<file path="src/verilog/clk_bank_pkg.sv">
// Shared constants for the clock bank disable control.
// Assumes three-level pins arrive already encoded as two-bit level codes.
package clk_bank_pkg;

  localparam int NUM_BANKS     = 4;
  localparam int BANK_OUTS     = 4;
  localparam int FB_OUTS       = 2;
  localparam int ALL_BANKS     = 5;
  localparam int FB_BANK       = 4;
  localparam int SKEW_W        = 5;
  localparam int HOLDOFF_LIMIT = 6;

  typedef logic [1:0] lvl_t;
  localparam lvl_t LVL_LOW  = 2'h0;
  localparam lvl_t LVL_MID  = 2'h1;
  localparam lvl_t LVL_HIGH = 2'h2;

  typedef logic signed [SKEW_W-1:0] skew_t;

  // Base offset, in time units, for a select pair on the first two banks; the pair index adds to it.
  localparam skew_t SKEW_NEAR_BASE = 5'sh1C;
  // Offsets of the outer banks, indexed by the select pair.
  localparam skew_t SKEW_FAR [9] = '{5'sh18, 5'sh19, 5'sh1A, 5'sh00, 5'sh00,
                                     5'sh00, 5'sh06, 5'sh07, 5'sh08};
  localparam skew_t SKEW_FB_LOW  = 5'sh1C;
  localparam skew_t SKEW_FB_HIGH = 5'sh04;
  localparam skew_t SKEW_ZERO    = 5'sh00;

  typedef enum logic [1:0] {
    GATE_RUN,
    GATE_PARKED,
    GATE_HIGH_Z,
    GATE_TEST
  } gate_state_e;

  function automatic logic [3:0] skew_index(input lvl_t f1, input lvl_t f0);
    skew_index = 4'(f1 * 3 + f0);
  endfunction : skew_index

endpackage : clk_bank_pkg

</file>
<file path="src/verilog/bank_gate.sv">
// One output bank gate: enables, parks glitch-free, or releases its outputs.
// Assumes every input is already in the sys_clk domain.
`timescale 1ns/1ps
`default_nettype none

module bank_gate #(
  parameter int N = 4
) (
  input  wire  logic         sys_clk,
  input  wire  logic         rst_n,
  input  wire  logic         phase,
  input  wire  logic         disable_req,
  input  wire  logic         high_z_style,
  input  wire  logic         test_mode,
  input  wire  logic         test_level,
  input  wire  logic [N-1:0] invert,
  output var   logic [N-1:0] q,
  output var   logic [N-1:0] oe_n
);

  typedef struct packed {
    clk_bank_pkg::gate_state_e state;
    logic [N-1:0]              q;
    logic [N-1:0]              oe_n;
  } gate_s;

  gate_s cur_q;
  gate_s nxt_d;

  always_comb begin
    nxt_d = cur_q;
    case (cur_q.state)
      clk_bank_pkg::GATE_RUN: begin
        if (disable_req && high_z_style) begin
          nxt_d.state = clk_bank_pkg::GATE_HIGH_Z;
        end else if (disable_req && !phase) begin
          // Parking only once the bank clock is low keeps the last pulse whole.
          nxt_d.state = clk_bank_pkg::GATE_PARKED;
        end
      end
      clk_bank_pkg::GATE_PARKED: begin
        if (disable_req && high_z_style) begin
          nxt_d.state = clk_bank_pkg::GATE_HIGH_Z;
        end else if (!disable_req && !phase) begin
          // Restart only while the clock is low, so the first edge is a full rise.
          nxt_d.state = clk_bank_pkg::GATE_RUN;
        end
      end
      clk_bank_pkg::GATE_HIGH_Z: begin
        if (!disable_req && !phase) begin
          nxt_d.state = clk_bank_pkg::GATE_RUN;
        end else if (disable_req && !high_z_style && !phase) begin
          nxt_d.state = clk_bank_pkg::GATE_PARKED;
        end
      end
      clk_bank_pkg::GATE_TEST: begin
        nxt_d.state = clk_bank_pkg::GATE_RUN;
      end
      default: begin
        nxt_d.state = clk_bank_pkg::GATE_RUN;
      end
    endcase
    if (test_mode) begin
      nxt_d.state = clk_bank_pkg::GATE_TEST;
    end
    case (nxt_d.state)
      clk_bank_pkg::GATE_RUN: begin
        nxt_d.q    = {N{phase}} ^ invert;
        nxt_d.oe_n = '0;
      end
      clk_bank_pkg::GATE_PARKED: begin
        // Non-inverting outputs rest low, inverting ones rest high.
        nxt_d.q    = invert;
        nxt_d.oe_n = '0;
      end
      clk_bank_pkg::GATE_HIGH_Z: begin
        nxt_d.q    = '0;
        nxt_d.oe_n = '1;
      end
      clk_bank_pkg::GATE_TEST: begin
        nxt_d.q    = {N{test_level}} ^ invert;
        nxt_d.oe_n = '0;
      end
      default: begin
        nxt_d.q    = '0;
        nxt_d.oe_n = '1;
      end
    endcase
  end

  always_ff @(posedge sys_clk) begin
    if (!rst_n) begin
      cur_q.state <= clk_bank_pkg::GATE_RUN;
      cur_q.q     <= '0;
      cur_q.oe_n  <= '1;
    end else begin
      cur_q <= nxt_d;
    end
  end

  assign q    = cur_q.q;
  assign oe_n = cur_q.oe_n;

endmodule : bank_gate

`default_nettype wire

</file>
<file path="src/verilog/clock_bank_disable_control.sv">
// Top of the bank disable control: pin synchronisers, skew resolution and
// five bank gates. Assumes bank_phase_in comes from dividers on sys_clk.
`timescale 1ns/1ps
`default_nettype none

module clock_bank_disable_control (
  input  wire  logic                                          sys_clk,
  input  wire  logic                                          rst_n,
  input  wire  logic [clk_bank_pkg::NUM_BANKS-1:0]            bank_disable_in,
  input  wire  logic                                          feedback_bank_disable_in,
  input  wire  logic                                          output_mode_high_in,
  input  wire  logic                                          output_mode_mid_in,
  input  wire  logic                                          ref_test_level_in,
  input  wire  logic [clk_bank_pkg::ALL_BANKS-1:0]            bank_phase_in,
  input  wire  logic [clk_bank_pkg::NUM_BANKS-1:0][clk_bank_pkg::BANK_OUTS-1:0] output_invert,
  input  wire  clk_bank_pkg::lvl_t [clk_bank_pkg::NUM_BANKS-1:0][1:0] bank_skew_select,
  input  wire  clk_bank_pkg::lvl_t                            feedback_skew_select,
  input  wire  clk_bank_pkg::lvl_t [clk_bank_pkg::ALL_BANKS-1:0][1:0] bank_divide_select,
  output var   logic [clk_bank_pkg::NUM_BANKS-1:0][clk_bank_pkg::BANK_OUTS-1:0] bank_clk_out,
  output var   logic [clk_bank_pkg::NUM_BANKS-1:0][clk_bank_pkg::BANK_OUTS-1:0] bank_clk_oe_n,
  output var   logic [clk_bank_pkg::FB_OUTS-1:0]              feedback_clk_out,
  output var   logic [clk_bank_pkg::FB_OUTS-1:0]              feedback_clk_oe_n,
  output var   clk_bank_pkg::skew_t [clk_bank_pkg::ALL_BANKS-1:0] skew_offset_tu,
  output var   logic [clk_bank_pkg::ALL_BANKS-1:0]            bank_at_nominal,
  output var   logic                                          factory_test_active
);

  typedef struct packed {
    logic [clk_bank_pkg::ALL_BANKS-1:0]                dis_meta;
    logic [clk_bank_pkg::ALL_BANKS-1:0]                dis_sync;
    logic [2:0]                                        pin_meta;
    logic [2:0]                                        pin_sync;
    clk_bank_pkg::skew_t [clk_bank_pkg::ALL_BANKS-1:0] skew;
    logic [clk_bank_pkg::ALL_BANKS-1:0]                nominal;
    logic                                              test;
  } top_s;

  top_s st_q;
  top_s st_d;

  clk_bank_pkg::skew_t [clk_bank_pkg::ALL_BANKS-1:0] own_skew;
  logic [clk_bank_pkg::ALL_BANKS-1:0][clk_bank_pkg::BANK_OUTS-1:0] gate_q;
  logic [clk_bank_pkg::ALL_BANKS-1:0][clk_bank_pkg::BANK_OUTS-1:0] gate_oe_n;
  logic [clk_bank_pkg::FB_OUTS-1:0] fb_q;
  logic [clk_bank_pkg::FB_OUTS-1:0] fb_oe_n;

  // Absolute skew of each bank before the feedback reference is removed.
  always_comb begin
    own_skew = '0;
    for (int b = 0; b < 2; b++) begin
      own_skew[b] = clk_bank_pkg::skew_t'(clk_bank_pkg::SKEW_NEAR_BASE
        + clk_bank_pkg::skew_t'(clk_bank_pkg::skew_index(bank_skew_select[b][1],
                                                          bank_skew_select[b][0])));
    end
    for (int b = 2; b < clk_bank_pkg::NUM_BANKS; b++) begin
      if (bank_skew_select[b][1] == clk_bank_pkg::LVL_MID
          && bank_skew_select[b][0] == clk_bank_pkg::LVL_LOW) begin
        own_skew[b] = own_skew[0];
      end else if (bank_skew_select[b][1] == clk_bank_pkg::LVL_MID
                   && bank_skew_select[b][0] == clk_bank_pkg::LVL_HIGH) begin
        own_skew[b] = own_skew[1];
      end else begin
        own_skew[b] = clk_bank_pkg::SKEW_FAR[clk_bank_pkg::skew_index(
                        bank_skew_select[b][1], bank_skew_select[b][0])];
      end
    end
    case (feedback_skew_select)
      clk_bank_pkg::LVL_LOW:  own_skew[clk_bank_pkg::FB_BANK] = clk_bank_pkg::SKEW_FB_LOW;
      clk_bank_pkg::LVL_HIGH: own_skew[clk_bank_pkg::FB_BANK] = clk_bank_pkg::SKEW_FB_HIGH;
      default:                own_skew[clk_bank_pkg::FB_BANK] = clk_bank_pkg::SKEW_ZERO;
    endcase
  end

  always_comb begin
    st_d = st_q;
    st_d.dis_meta = {feedback_bank_disable_in, bank_disable_in};
    st_d.dis_sync = st_q.dis_meta;
    st_d.pin_meta = {ref_test_level_in, output_mode_mid_in, output_mode_high_in};
    st_d.pin_sync = st_q.pin_meta;
    st_d.test     = st_q.pin_sync[1];
    for (int b = 0; b < clk_bank_pkg::ALL_BANKS; b++) begin
      // Feedback bank is the zero point; every other offset moves with its skew.
      st_d.skew[b] = clk_bank_pkg::skew_t'(own_skew[b]
                                           - own_skew[clk_bank_pkg::FB_BANK]);
      st_d.nominal[b] = (bank_divide_select[b][1] == clk_bank_pkg::LVL_LOW)
                        && (bank_divide_select[b][0] == clk_bank_pkg::LVL_LOW);
    end
  end

  always_ff @(posedge sys_clk) begin
    if (!rst_n) begin
      st_q <= '0;
    end else begin
      st_q <= st_d;
    end
  end

  // Each bank has its own gate, so banks stop and start independently.
  for (genvar b = 0; b < clk_bank_pkg::ALL_BANKS; b++) begin : g_bank
    if (b == clk_bank_pkg::FB_BANK) begin : g_fb
      bank_gate #(
        .N (clk_bank_pkg::FB_OUTS)
      ) u_gate (
        .sys_clk      (sys_clk),
        .rst_n        (rst_n),
        .phase        (bank_phase_in[b]),
        .disable_req  (st_q.dis_sync[b]),
        .high_z_style (st_q.pin_sync[0]),
        .test_mode    (st_q.pin_sync[1]),
        .test_level   (st_q.pin_sync[2]),
        .invert       ('0),
        .q            (fb_q),
        .oe_n         (fb_oe_n)
      );
      assign gate_q[b]    = '0;
      assign gate_oe_n[b] = '0;
    end else begin : g_clk
      bank_gate #(
        .N (clk_bank_pkg::BANK_OUTS)
      ) u_gate (
        .sys_clk      (sys_clk),
        .rst_n        (rst_n),
        .phase        (bank_phase_in[b]),
        .disable_req  (st_q.dis_sync[b]),
        .high_z_style (st_q.pin_sync[0]),
        .test_mode    (st_q.pin_sync[1]),
        .test_level   (st_q.pin_sync[2]),
        .invert       (output_invert[b]),
        .q            (gate_q[b]),
        .oe_n         (gate_oe_n[b])
      );
    end
  end

  always_comb begin
    for (int b = 0; b < clk_bank_pkg::NUM_BANKS; b++) begin
      bank_clk_out[b]  = gate_q[b];
      bank_clk_oe_n[b] = gate_oe_n[b];
    end
  end

  assign feedback_clk_out    = fb_q;
  assign feedback_clk_oe_n   = fb_oe_n;
  assign skew_offset_tu      = st_q.skew;
  assign bank_at_nominal     = st_q.nominal;
  assign factory_test_active = st_q.test;

endmodule : clock_bank_disable_control

`default_nettype wire
</file>
<file path="config.mk">
export PLATFORM = sky130hd
export DESIGN_NAME = clock_bank_disable_control
export DESIGN_NICKNAME = d
export VERILOG_FILES = /design/src/verilog/clk_bank_pkg.sv /design/src/verilog/bank_gate.sv /design/src/verilog/clock_bank_disable_control.sv
export SDC_FILE = /design/constraint.sdc
export NUM_CORES = 1
export LEC_CHECK = 0
export BUFFER_PORTS_ARGS = -buffer_cell sky130_fd_sc_hd__clkbuf_2
export CAP_MARGIN = 40
export CORE_MARGIN = 5
export CORE_UTILIZATION = 45
export DETAILED_ROUTE_END_ITERATION = 16
export PLACE_DENSITY = 0.79
export SLEW_MARGIN = 20
export SYNTH_ARGS = -nofsm -noshare
export SYNTH_HDL_FRONTEND = slang
export SYNTH_HIERARCHICAL = 1
export SYNTH_SLANG_ARGS = --single-unit
</file>
<file path="constraint.sdc">
create_clock -name sys_clk -period 3.5 [get_ports sys_clk]
set_clock_uncertainty 0.2 [all_clocks]
set_input_delay 0.175 -clock sys_clk [delete_from_list [all_inputs] [get_ports sys_clk]]
set_output_delay 0.175 -clock sys_clk [all_outputs]
set_load 0.05 [all_outputs]
</file>
==> results summary, run 1 <==
Yosys printed 6 warnings. The clock latency reported for the late side of the worst-skew pair is 0.34 ns. After routing, the total negative slack on setup checks comes to 0 ns. The max-slew violation count came out at 0. The number of antenna violations at the first check in global routing is 0. The detail-routed via count per cell is 4.60. Setup repair after global routing left no endpoint under its margin. The congestion estimate from routability-driven global placement came to roughly 0.87. The final period utilization is 0.898.

The number of resized instances in the post-cts repair step came out at 0. The post-route non-filler standard cell count came out at a little under 700. The minimum clock period is around 3.1 ns. Leaving out fill and tap cells, the most frequent cell in the layout is clkbuf_2. The top-area cell type share of the netlist area is 0.342. The path category of the worst min-delay check is input port to register. The floorplan step defined a die boundary enclosing 11800 sq um. The count of final hold-check violations came out at 0.

In the final routed layout, each cell accounts on average for 13.3 um. The effective utilization at floorplan is 0.455. The data arrival time of the critical path came out at 3.16 ns.

The area of the core region came out at 9640 sq um. The share of final-layout standard cells stronger than drive strength 1 came out at 0.318. The post-place instance area is 4690 sq um. The post-synthesis average cell area is 10.0 sq um. The post-route DRC violation count came out at 0. The largest fanout on the critical path came out at 4. The run finished with clean final reports.

The number of synthesized register bits came out at 75. After clock tree synthesis, the clock-pin slew on the worst setup and hold paths is ~0.080 ns. The worst slew slack as a fraction of its limit is 0.498. The post-route standard cell area excluding fillers is around 5300 sq um. The max-capacitance violation count came out at 0. Counting the buffers created by CTS gives 9. The routed via count came out at between 3000 and 4000. Leaving out fill and tap cells, the most frequent cells in the layout are clkbuf_2 (130), dfxtp_1 (75), inv_1 (34), dlygate4sd3_1 (34), ha_1 (31). STA classifies the critical path endpoint as a register. The post-synthesis instance total came out at 437.

The count of buffers from port buffering is 130. The endpoint required time on the critical path is 3.51 ns. The total setup violations reported at the end of the flow came out at 0. After detailed routing, the total wire length is 9080 um. The analysis attributes to cell leakage a power of 2.58 nW. The total instance count after detailed placement is around 630. The violation count after the first detailed-route iteration is 76. The horizontal die dimension is 109 um. The clock net in this run drives a total of 75 sinks. The number of antenna diodes in the final layout is 0.

The post-DP HPWL is about 6700 um. The slew at the pin with the worst max-slew slack came out at 0.752 ns. Entering global routing, the biggest net connects 48 pins.

Power spread over the standard cell area amounts to 491 nW/um^2. Yosys attributes the largest share of cell area to dfxtp_1 (34%), buf_4 (12%), ha_1 (8.8%), mux2i_1 (6.4%), fa_1 (5.5%). After the last flow step, the layout net total stands at 657. The maximum frequency from static timing analysis is about 320 MHz. The via count of the first global-routing pass came out at roughly 3300. The CTS root buffer is clkbuf_8. The sequential-to-total area share from yosys stat is 0.342.

The die span in y is 109 um. The global-route wire length before repair is 14900 um. The number of placed I/O pins came out at 136. After synthesis the cells add up to 4390 sq um. In the global route stage, overall resource usage came out at 0.158.

The count of unique library cells instantiated by Yosys came out at 41. The number of levels in the clock H-tree came out at 3. The number of filler cells placed in the layout is 874.

The number of detailed-route iterations in the first pass came out at 4. The number of buffers between clock root and the deepest sink came out at 2. The worst supply voltage drop on vdd came out at 0.237 mV. The setup path with the least slack is of type input port to register. Summed over all layers, the global routing overflow is 0. Once detail routing completed, the nets flagged for antenna violations numbered 0. The dominant cell type by area after synthesis is dfxtp_1. TritonCTS built the clock tree. The number of post-CTS setup repair buffers came out at 0. The initialized floorplan defines 36 standard-cell rows. STA classifies the critical path startpoint as an input port.

The area growth from synthesis to layout is 19.8%.
## kinds of logic (layout without fill, tap and decap cells)
| logic type | count (synthesis) | after routing | share of synthesized area |
|---|---|---|---|
| xor+xnor | 8 | 8 | 0.0160 |
| fa+ha+maj | 43 | 43 | 0.143 |
| simple gates | 115 | 115 | 0.155 |
| compound gates | 46 | 46 | 0.0935 |
| flops | 75 | 75 | 0.342 |
| buf+inv | 111 | 216 | 0.156 |
| mux | 38 | 38 | 0.0938 |
| other cells | 1 | 9 | 0.000854 |
## what timing repair did
item	CTS	global route
endpoints found under the hold margin	29	0
endpoints found under the setup margin	0	0
hold buffers	34	0
## worst paths after layout
kind | from | endpoint | slack (ns) | depth (start not counted)
worst max-delay path | bank_skew_select[5] | skew_offset_tu[19] | 0.36 | 15
worst min-delay path | feedback_skew_select[1] | skew_offset_tu[4] | 0.04 | 4
worst max register to register | st_d[0] | g_bank[3].g_clk.u_gate/q[0] | 1.28 | 6
worst min register to register | st_d[31] | st_q[31] | 0.24 | 1
## per-layer routing
| metal | up-vias | share of wire | global-route usage |
|---|---|---|---|
| li1 | 1578 | - | - |
| met1 | 1460 | 0.40 | 0.169 |
| met2 | 98 | 0.52 | 0.307 |
| met3 | 8 | 0.067 | 0.0414 |
| met4 | 0 | 0.0080 | 0.0388 |
| met5 | - | 0 | 0 |
## final cells by class
| class | count | area, sq um | share of cell area |
|---|---|---|---|
| Clock inverter | 3 | 68.8 | 0.0131 |
| Sequential cell | 75 | 1500 | 0.286 |
| Tap cell | 133 | 166 | 0.0317 |
| Timing Repair Buffer | 165 | 998 | 0.190 |
| Inverter | 35 | 131 | 0.0250 |
| Multi-Input combinational cell | 259 | 2230 | 0.425 |
| Clock buffer | 13 | 159 | 0.0302 |
## state kept, by name (all words and copies together) (netlist names)
register	flops
g_bank.g_clk.u_gate/oe_n	4
factory_test_active	1
g_bank.g_fb.u_gate/q	2
g_bank.g_fb.u_gate/oe_n	1
st_d	9
g_bank.g_clk.u_gate/cur_q	8
skew_offset_tu	20
bank_at_nominal	5
st_q	7
g_bank.g_clk.u_gate/q	16
g_bank.g_fb.u_gate/cur_q	2
## power by group
group / total (mW) / internal (mW) / switching [mW]
registers: 0.968 / 0.935 / 0.0326
clock network: 0.756 / 0.444 / 0.312
logic: 0.855 / 0.290 / 0.565
total: 2.58 / 1.67 / 0.909
## synthesized netlist by cell type (all sizes together)
cell type	count
a211oi	1
a21boi	1
a21o	1
a21oi	7
a22o	5
a31oi	7
a41oi	2
and2	25
and3	1
buf	70
clkbuf	6
conb	1
dfxtp	75
fa	12
ha	31
inv	35
mux2	10
mux2i	28
nand2	17
nand2b	26
nand3	1
nor2	23
nor2b	12
nor3	3
nor3b	2
o211ai	18
o21ai	2
o22a	2
or4	5
xnor2	7
xor2	1
## worst max-delay path, cell delays in order
cell and delay, ns:
clkbuf_2 0.07, inv_1 0.05, fa_1 0.52, inv_1 0.04, ha_1 0.18, inv_1 0.07
fa_1 0.48, ha_1 0.36, mux2i_1 0.09, nor2_1 0.09, a21oi_1 0.07, fa_1 0.44
xnor2_1 0.23, o21ai_0 0.13, nor3b_2 0.17
## stage by stage
step           hold slack (ns)  setup slack (ns)  total power, mW   util
2_1_floorplan           0.0480             0.353             1.73      -
3_3_place_gp             0.185             0.143             1.80  0.487
3_5_place_dp             0.183           0.00114             1.82  0.487
4_1_cts                 0.0179             0.361             2.62  0.545
5_1_grt                 0.0226             0.196             2.73  0.545
6_report                0.0388             0.358             2.58  0.545
No activity file was read; power rests on OpenSTA's default activity.
==> inputs of run 2 (changes only) <==
- ABC_AREA: not set -> 0
- SYNTH_HIERARCHICAL: 1 -> not set
==> run 2 against run 1 <==
Effect of this change: critical path depth unchanged; via count up 4.5%; clock-buffer cell count is 4 lower; global-route usage is 0.88 points higher; non-clock buffer count up 7; power decreased by 4.7%; worst setup slack worse by 0.11 ns; critical path type unchanged; largest power group unchanged; highest routed layer unchanged.
==> results summary, run 2 <==
The flow ran to the end, and the final reports show no timing, DRC or antenna violations. In the layout the commonest cells are clkbuf_2 (130), dfxtp_1 (74), inv_1 (38), dlygate4sd3_1 (35), and2_1 (33). The final period utilization is 0.929. The post-synthesis instance total is 434. The max-slew violation count was 0. The number of clock buffers inserted by TritonCTS is 9. The floorplan step set the die width to approximately 110 um. The worst setup path category is input port to register. Along the worst path, the maximum fanout reaches 3.

The post-synthesis average cell area came out at 9.48 sq um. By area the synthesized netlist is led by dfxtp_1 (36%), ha_1 (8.5%), buf_4 (7.7%), fa_1 (5.8%), and2_1 (5.0%). By instance count, the leading cell after synthesis is dfxtp_1. The proportion of synthesized flip-flops having asynchronous set or reset is 0. The count of nets left with antenna violations after detail routing is 0.

The overall routing resource usage came out at 0.167. Setup repair after global routing left no endpoint under its margin. STA classifies the critical path startpoint as an input port. The number of filler cells placed in the layout is 793. Once routing completed, OpenROAD measured the worst setup slack at ~0.25 ns. The share of final-layout standard cells stronger than drive strength 1 is 0.292. The clock tree synthesis step divided the H-tree into 3 levels.

The clock input transition at the sequential cells of the worst setup and hold paths came out at 0.08 ns. The post-place instance area came out at 4600 sq um. At the worst endpoint, the required time is 3.56 ns. The register-to-register path setup slack came out at between 1 and 1.5 ns. Summing all non-filler instances in the final layout gives an area of just over 5000 sq um. The routed via count came out at 3286. The post-DP HPWL came out at ~6700 um. The power per standard cell area came out at 478 nW/um^2. The worst hold slack after final layout is slightly above 0.04 ns. The predominant post-synthesis flop cell is dfxtp_1. The count of final hold-check violations came out at 0. The total setup violations reported at the end of the flow is 0.

The total chip power came out at 2.46 mW. The library cell used most frequently in the layout, excluding fill and tap cells, is clkbuf_2. The effective utilization at floorplan is 0.454. The count of antenna diodes in the layout is 0.

For this design, the sink count on the clock tree is 74. The number of antenna violations at the first check in global routing came out at 0. The post-route DRC violation count came out at 0. After clock tree synthesis, the repair step resized 0 gates. The count of buffers from port buffering came out at 130. The mapped netlist covers 4120 sq um. The sequential cell area in the final layout is 1480 sq um.

The number of buffers between clock root and the deepest sink is 2. The sequential-to-total area share from yosys stat is 0.360. The die covers 11200 sq um. The final routed wirelength across all metal layers is 9160 um.

The Yosys step of the flow raised 0 warnings. Routability-driven placement finished with a final weighted congestion of 0.829. The leakage component of the power came out at 2.51 nW. around 140 I/O pins were placed. The number of detailed-route iterations in the first pass is 4. The area of the multi-input gates is 2120 sq um. The clock latency reported for the late side of the worst-skew pair came out at 0.34 ns.

The tool flagged a number of max-cap violations equal to 0. The area of the core region came out at between 9000 and 10000 sq um. The minimum clock period is 3.25 ns. The worst supply voltage drop on vdd came out at 0.266 mV. The number of placement rows came out at 35. STA classifies the critical path endpoint as a register. The via count of the first global-routing pass came to 3520. The placement-stage worst setup slack is -0.102 ns.

The count of unique library cells instantiated by Yosys is 37. After detailed routing, the number of vias per cell comes to 4.83. The number of synthesized register bits is 74. The violation count after the first detailed-route iteration is 75. The min-delay analysis places its worst path in the category input port to register. The maximum frequency from static timing analysis is 308 MHz. The number of flops mapped to enable cells by yosys is 0.

At the pin with the least slew margin, the transition time is 0.510 ns. The mean routed wirelength per cell came out at 13.5 um. The global-route wire length before repair is 15300 um. The area growth from synthesis to final layout came out at 25.0%. The number of flip-flops under the largest register name is 20. The pin count of the biggest net entering global routing came out at 31. The net count reported at finish is 673. Sorting the synthesized cells by how often they occur yields dfxtp_1 (74), buf_4 (42), inv_1 (38), and2_1 (33), ha_1 (28).

The die span in y is 106 um. The worst slew slack as a fraction of its limit came out at 0.660. The tree is rooted in a clkbuf_8. The overflow left after global routing came out at 0. Of the post-synthesis cell area, the dominant cell type holds 0.360. The total negative slack for setup checks is 0 ns. TritonCTS built the clock tree. At the worst endpoint, the arrival time is 3.32 ns. The biggest area contributor in the post-synthesis netlist is dfxtp_1.
[run 2: cell types whose count changed in the layout (fill, tap and decap cells not counted), moves of 8 or more]
cell	change
o211ai_1	-18
nor3b_1	+16
nor2_1	-17
o21ai_0	+21
nand2b_1	-19
mux2i_1	-16
o21a_1	+22
and2_1	+8
a21oi_1	+19
[run 2: worst paths after layout]
| path | endpoint | from | cells past startpoint |
|---|---|---|---|
| worst max-delay path | skew_offset_tu[19] | bank_skew_select[1] | 15 |
| worst min-delay path | skew_offset_tu[0] | bank_skew_select[0] | 3 |
| worst max register to register | g_bank[2].g_clk.u_gate.q[0] | st_q[31] | 7 |
| worst min register to register | st_q[31] | st_d[31] | 1 |
[run 2: kinds of logic after synthesis]
logic type,count (synthesis),synth area share
other cells,1,0.000911
compound gates,86,0.128
flops,74,0.360
buf+inv,95,0.129
simple gates,109,0.163
xor+xnor,6,0.0128
mux,23,0.0620
fa+ha+maj,40,0.143
[run 2: worst max-delay path, cell delays in order]
cell      delay [ns]
clkbuf_2        0.07
inv_1           0.04
fa_1            0.53
inv_1           0.04
ha_1            0.18
inv_1           0.07
fa_1            0.43
ha_1            0.29
inv_1           0.06
o21ai_0         0.20
a21oi_1         0.13
fa_1            0.47
o21a_1          0.13
or3b_1          0.37
mux2i_1         0.12
[run 2: metrics by stage]
stage / utilization / cells
2_1_floorplan: - / 438
3_3_place_gp: 0.505 / 628
3_5_place_dp: 0.508 / 629
4_1_cts: 0.568 / 680
5_1_grt: 0.568 / 680
6_report: 0.568 / 680
[run 2: power by group]
part	switching [mW]	internal, mW
Combinational	0.552	0.296
Clock	0.332	0.328
Sequential	0.0299	0.920
[run 2: layout make-up]
type,count,share of cell area
inverter,38,0.0277
timing repair buffer,172,0.209
multi-input combinational,269,0.411
tap,111,0.0270
clock buffer,9,0.0241
sequential,74,0.288
clock inverter,7,0.0134
[run 2: repair_timing]
action | 4_1_cts | 5_1_grt
buffers inserted | 0 | 0
endpoints found under the hold margin | 30 | 0
endpoints found under the setup margin | 0 | 0
hold buffers | 35 | 0
[run 2: per-layer routing]
metal,part of all wire,global-route usage
met3,0.052,0.0478
met5,0,0
met4,0.026,0.0675
met2,0.52,0.305
met1,0.41,0.181
==> inputs of run 3 (changes only) <==
- ABC_AREA: 0 -> 1
- PLACE_DENSITY: 0.79 -> 0.8
==> run 3 against run 2 <==
Effect of this change: sequential share of layout area up 1.2 points; final area is 4.0% lower; clock-buffer cell count increased by 5; combinational power decreased by 5.9%; cell count up 8.8%; hold slack better by 0.0026 ns; non-clock buffer count shrank 5; synthesized cell count increased by 14%; maximum frequency increased by 6.3%; global-route usage up 1.1 points; flip-flop and latch count is the same.
==> results summary, run 3 <==
The worst-case IR drop observed on VDD is roughly 0.22 mV. The register-to-register path setup slack came out at between 1 and 1.5 ns. The number of warnings reported in the yosys synthesis log came out at 0. The endpoint required time on the critical path came out at roughly 3.5 ns. The die span in y came out at 103 um. The number of antenna violations at the first check in global routing is 0. The worst register-to-register path begins at st_q[31]. Entering global routing, the biggest net connects 57 pins.

The library cell used most frequently in the layout, excluding fill and tap cells, is clkbuf_2. The final routed wirelength across all metal layers is 9410 um. The die area is ~11000 sq um.

STA classifies the critical path endpoint as a register. The number of placed I/O pins came out at 136. For this design the static power due to leakage is 2.71 nW. The effective utilization at floorplan came out at 0.456. The cell area after synthesis is 3920 sq um.

The final period utilization came out at 0.874. The count of nets left with antenna violations after detail routing came out at 0. The total setup violations reported at the end of the flow is 0. The standard cell with the maximum stage delay on the critical path is fa_1. The power per standard cell area came out at 489 nW/um^2.

The worst hold path stage count came out at 5. The first global-routing pass estimated 14900 um of wire. The cell repeated most along the worst path is inv_1.

The area of the core region is 8590 sq um. The beginning of the critical path is bank_skew_select[5]. STA classifies the critical path startpoint as an input port. After clock tree synthesis, the clock-pin slew on the worst setup and hold paths is about 0.08 ns. The largest fanout on the critical path is 3.

The clock period could shrink to between 3 and 4 ns. The TritonCTS sink count is 74. For hold timing, the worst endpoint is g_bank[4].g_fb.u_gate.q[0]. After synthesis, the netlist uses 30 different library cells. Detailed placement ended at an HPWL of 6960 um. The number of buffers and inverters on the critical path is 5. The commonest cells after synthesis are inv_1 (87), dfxtp_1 (74), nand2_1 (63), nor2_1 (44), buf_4 (42).

The number of flip-flops under the largest register name came out at 20. In this run, the number of DRC markers left after iteration 0 of detailed routing was 102. Dividing the synthesized area by the synthesized cell count gives 7.94 sq um.

The top-area cell type share of the netlist area came out at 0.378. Summing all placed instances gives a cell area of 4380 sq um. For this run, the total global-route usage over all layers was measured as 0.178. The number of buffers between clock root and the deepest sink is 2. The number of levels in the clock H-tree is 3. The endpoint of the lowest-slack register-to-register path is g_bank[3].g_clk.u_gate.q[2]. Data on the critical path arrives at its endpoint at 3.09 ns. The max-slew violation count is 0. Yosys attributes the largest share of cell area to dfxtp_1 (38%), ha_1 (8.9%), inv_1 (8.3%), buf_4 (8.1%), fa_1 (6.1%).

The number of post-CTS setup repair buffers is 0. The count of buffers from port buffering came out at between 100 and 150. The dominant cell type by area after synthesis is dfxtp_1.

The via count of the first global-routing pass came out at 3529. The max-capacitance violation count is 0. The post-synthesis instance total came out at 493. By instance count, the leading cell after synthesis is inv_1.

The net count reported at finish came out at about 740. The total chip power came out at ~2.4 mW. The post-route standard cell area excluding fillers is ~5000 sq um.

Summed over all failing endpoints, the final setup total negative slack is 0 ns. The area growth from synthesis to final layout came out at 26.1%. The number of placement rows came out at 34. The top cell types in the final layout, fill and taps aside, are clkbuf_2 (130), inv_1 (87), dfxtp_1 (74), nand2_1 (63), nor2_1 (44). The worst setup path is of the input port to register kind.

Setup repair after global routing left no endpoint under its margin. The number of synthesized register bits came out at 74. The root buffer cell chosen for the clock tree is clkbuf_8.

The post-route DRC violation count is 0. The horizontal die dimension came out at 103 um. The path category of the worst min-delay check is input port to register. For this run, the register share of the synthesized area comes to 0.378. The proportion of synthesized flip-flops having asynchronous set or reset is 0.

The kind of cell with the highest combined delay along the critical path is adder cells. Measured against its own limit, the worst slew margin works out to 0.558. The run finished with clean final reports. 0 antenna diodes ended up in the layout. The final weighted congestion in routability-driven placement came out at between 0.8 and 0.9. The mean routed wirelength per cell is 12.7 um. The maximum cell stage delay along the critical path came out at 0.52 ns. The detail-routed via count per cell is 4.76. The routed via count came out at 3520. In this run the most critical hold path is launched from bank_phase_in[4]. The maximum frequency from static timing analysis is 327 MHz.

The slew at the pin with the worst max-slew slack is 0.662 ns. The share of final-layout standard cells stronger than drive strength 1 is 0.267. The overflow left after global routing came out at 0. TritonCTS built the clock tree. The number of flops mapped to enable cells by yosys is 0.

The number of clock buffers inserted by TritonCTS is 9. The critical path goes through clkbuf_2 -> inv_1 -> fa_1 -> inv_1 -> ha_1 -> inv_1 -> fa_1 -> ha_1 -> inv_1 -> a21oi_1 -> o22ai_1 -> fa_1 -> xnor2_1 -> nand3_1 -> nand2_1 -> nor2_1. The count of final hold-check violations is 0. The number of detailed-route iterations in the first pass is 4.

The clock reaches the later pin of the worst-skew pair after 0.34 ns. The cell count of the worst reg-to-reg path came out at 9. Among all flip-flop cells after synthesis, the most frequent one is dfxtp_1.
## run 3: changes by cell type after synthesis, sizes merged, moves of 17 or more
cell	previous run	this run
nand2	14	67
o21a	22	0
nand3	0	18
nor2	5	50
inv	38	95
and2	33	0
nor2b	17	0
## run 3: area by class of cell
type                    instances  area (sq um)
inverters                      95           357
well taps                     108           135
fillers                       778          3650
clock buffers                  14           163
multi-input cells             280          1750
flip-flops and latches         74          1480
repair buffers                167          1020
clock inverters                 2          35.0
## run 3: power breakdown
part | leakage (nW) | internal (mW) | switching [mW]
combinational | 1.99 | 0.235 | 0.563
clock | 0.101 | 0.369 | 0.297
sequential | 0.613 | 0.922 | 0.0312
total | 2.71 | 1.53 | 0.891
## run 3: cell families (layout without fill, tap and decap cells)
kind of cell	Yosys count	in the layout	share of synthesized area
other	1	5	0.000958
adder cells (fa/ha/maj)	40	40	0.151
XOR/XNOR	5	5	0.0112
AO/OA/AOI/OAI	80	80	0.112
flip-flops	74	74	0.378
buffers and inverters	143	278	0.179
AND/OR/NAND/NOR	150	150	0.168
## run 3: how the worst max path moves through the flow
stage	cells past startpoint	to
after CTS	16	skew_offset_tu[14]
final	16	skew_offset_tu[14]
after global routing	16	skew_offset_tu[14]
after detailed placement	16	skew_offset_tu[14]
after floorplan	15	skew_offset_tu[14]
after global placement	16	skew_offset_tu[14]
## run 3: stage by stage
stage                     hold slack [ns]  setup slack (ns)  cells  utilization
after floorplan                    0.0509             0.389    497            -
after global placement              0.139             0.230    688        0.510
after detailed placement            0.141             0.131    688        0.510
after CTS                          0.0127             0.511    740        0.575
after global routing               0.0310             0.315    740        0.575
final                              0.0441             0.442    740        0.575
## run 3: routing by layer
metal,share of wire,global-route usage,up-vias
met5,0,0,-
met4,0.031,0.0787,0
met3,0.074,0.0490,27
met2,0.52,0.328,128
met1,0.38,0.190,1603
li1,-,-,1762
## run 3: repair_timing
action / 4_1_cts / 5_1_grt
hold buffers: 36 / 0
gates resized for setup: 0 / 0
hold endpoints to repair: 31 / 0
## run 3: worst reg2reg max path: stages, from the launching register on
cell,delay [ns]
dfxtp_1,0.47
nand2_1,0.11
o211ai_1,0.11
nand3_1,0.17
ha_1,0.27
inv_1,0.05
o21ai_0,0.09
nor2_1,0.24
o21ai_0,0.12
a21oi_1,0.15
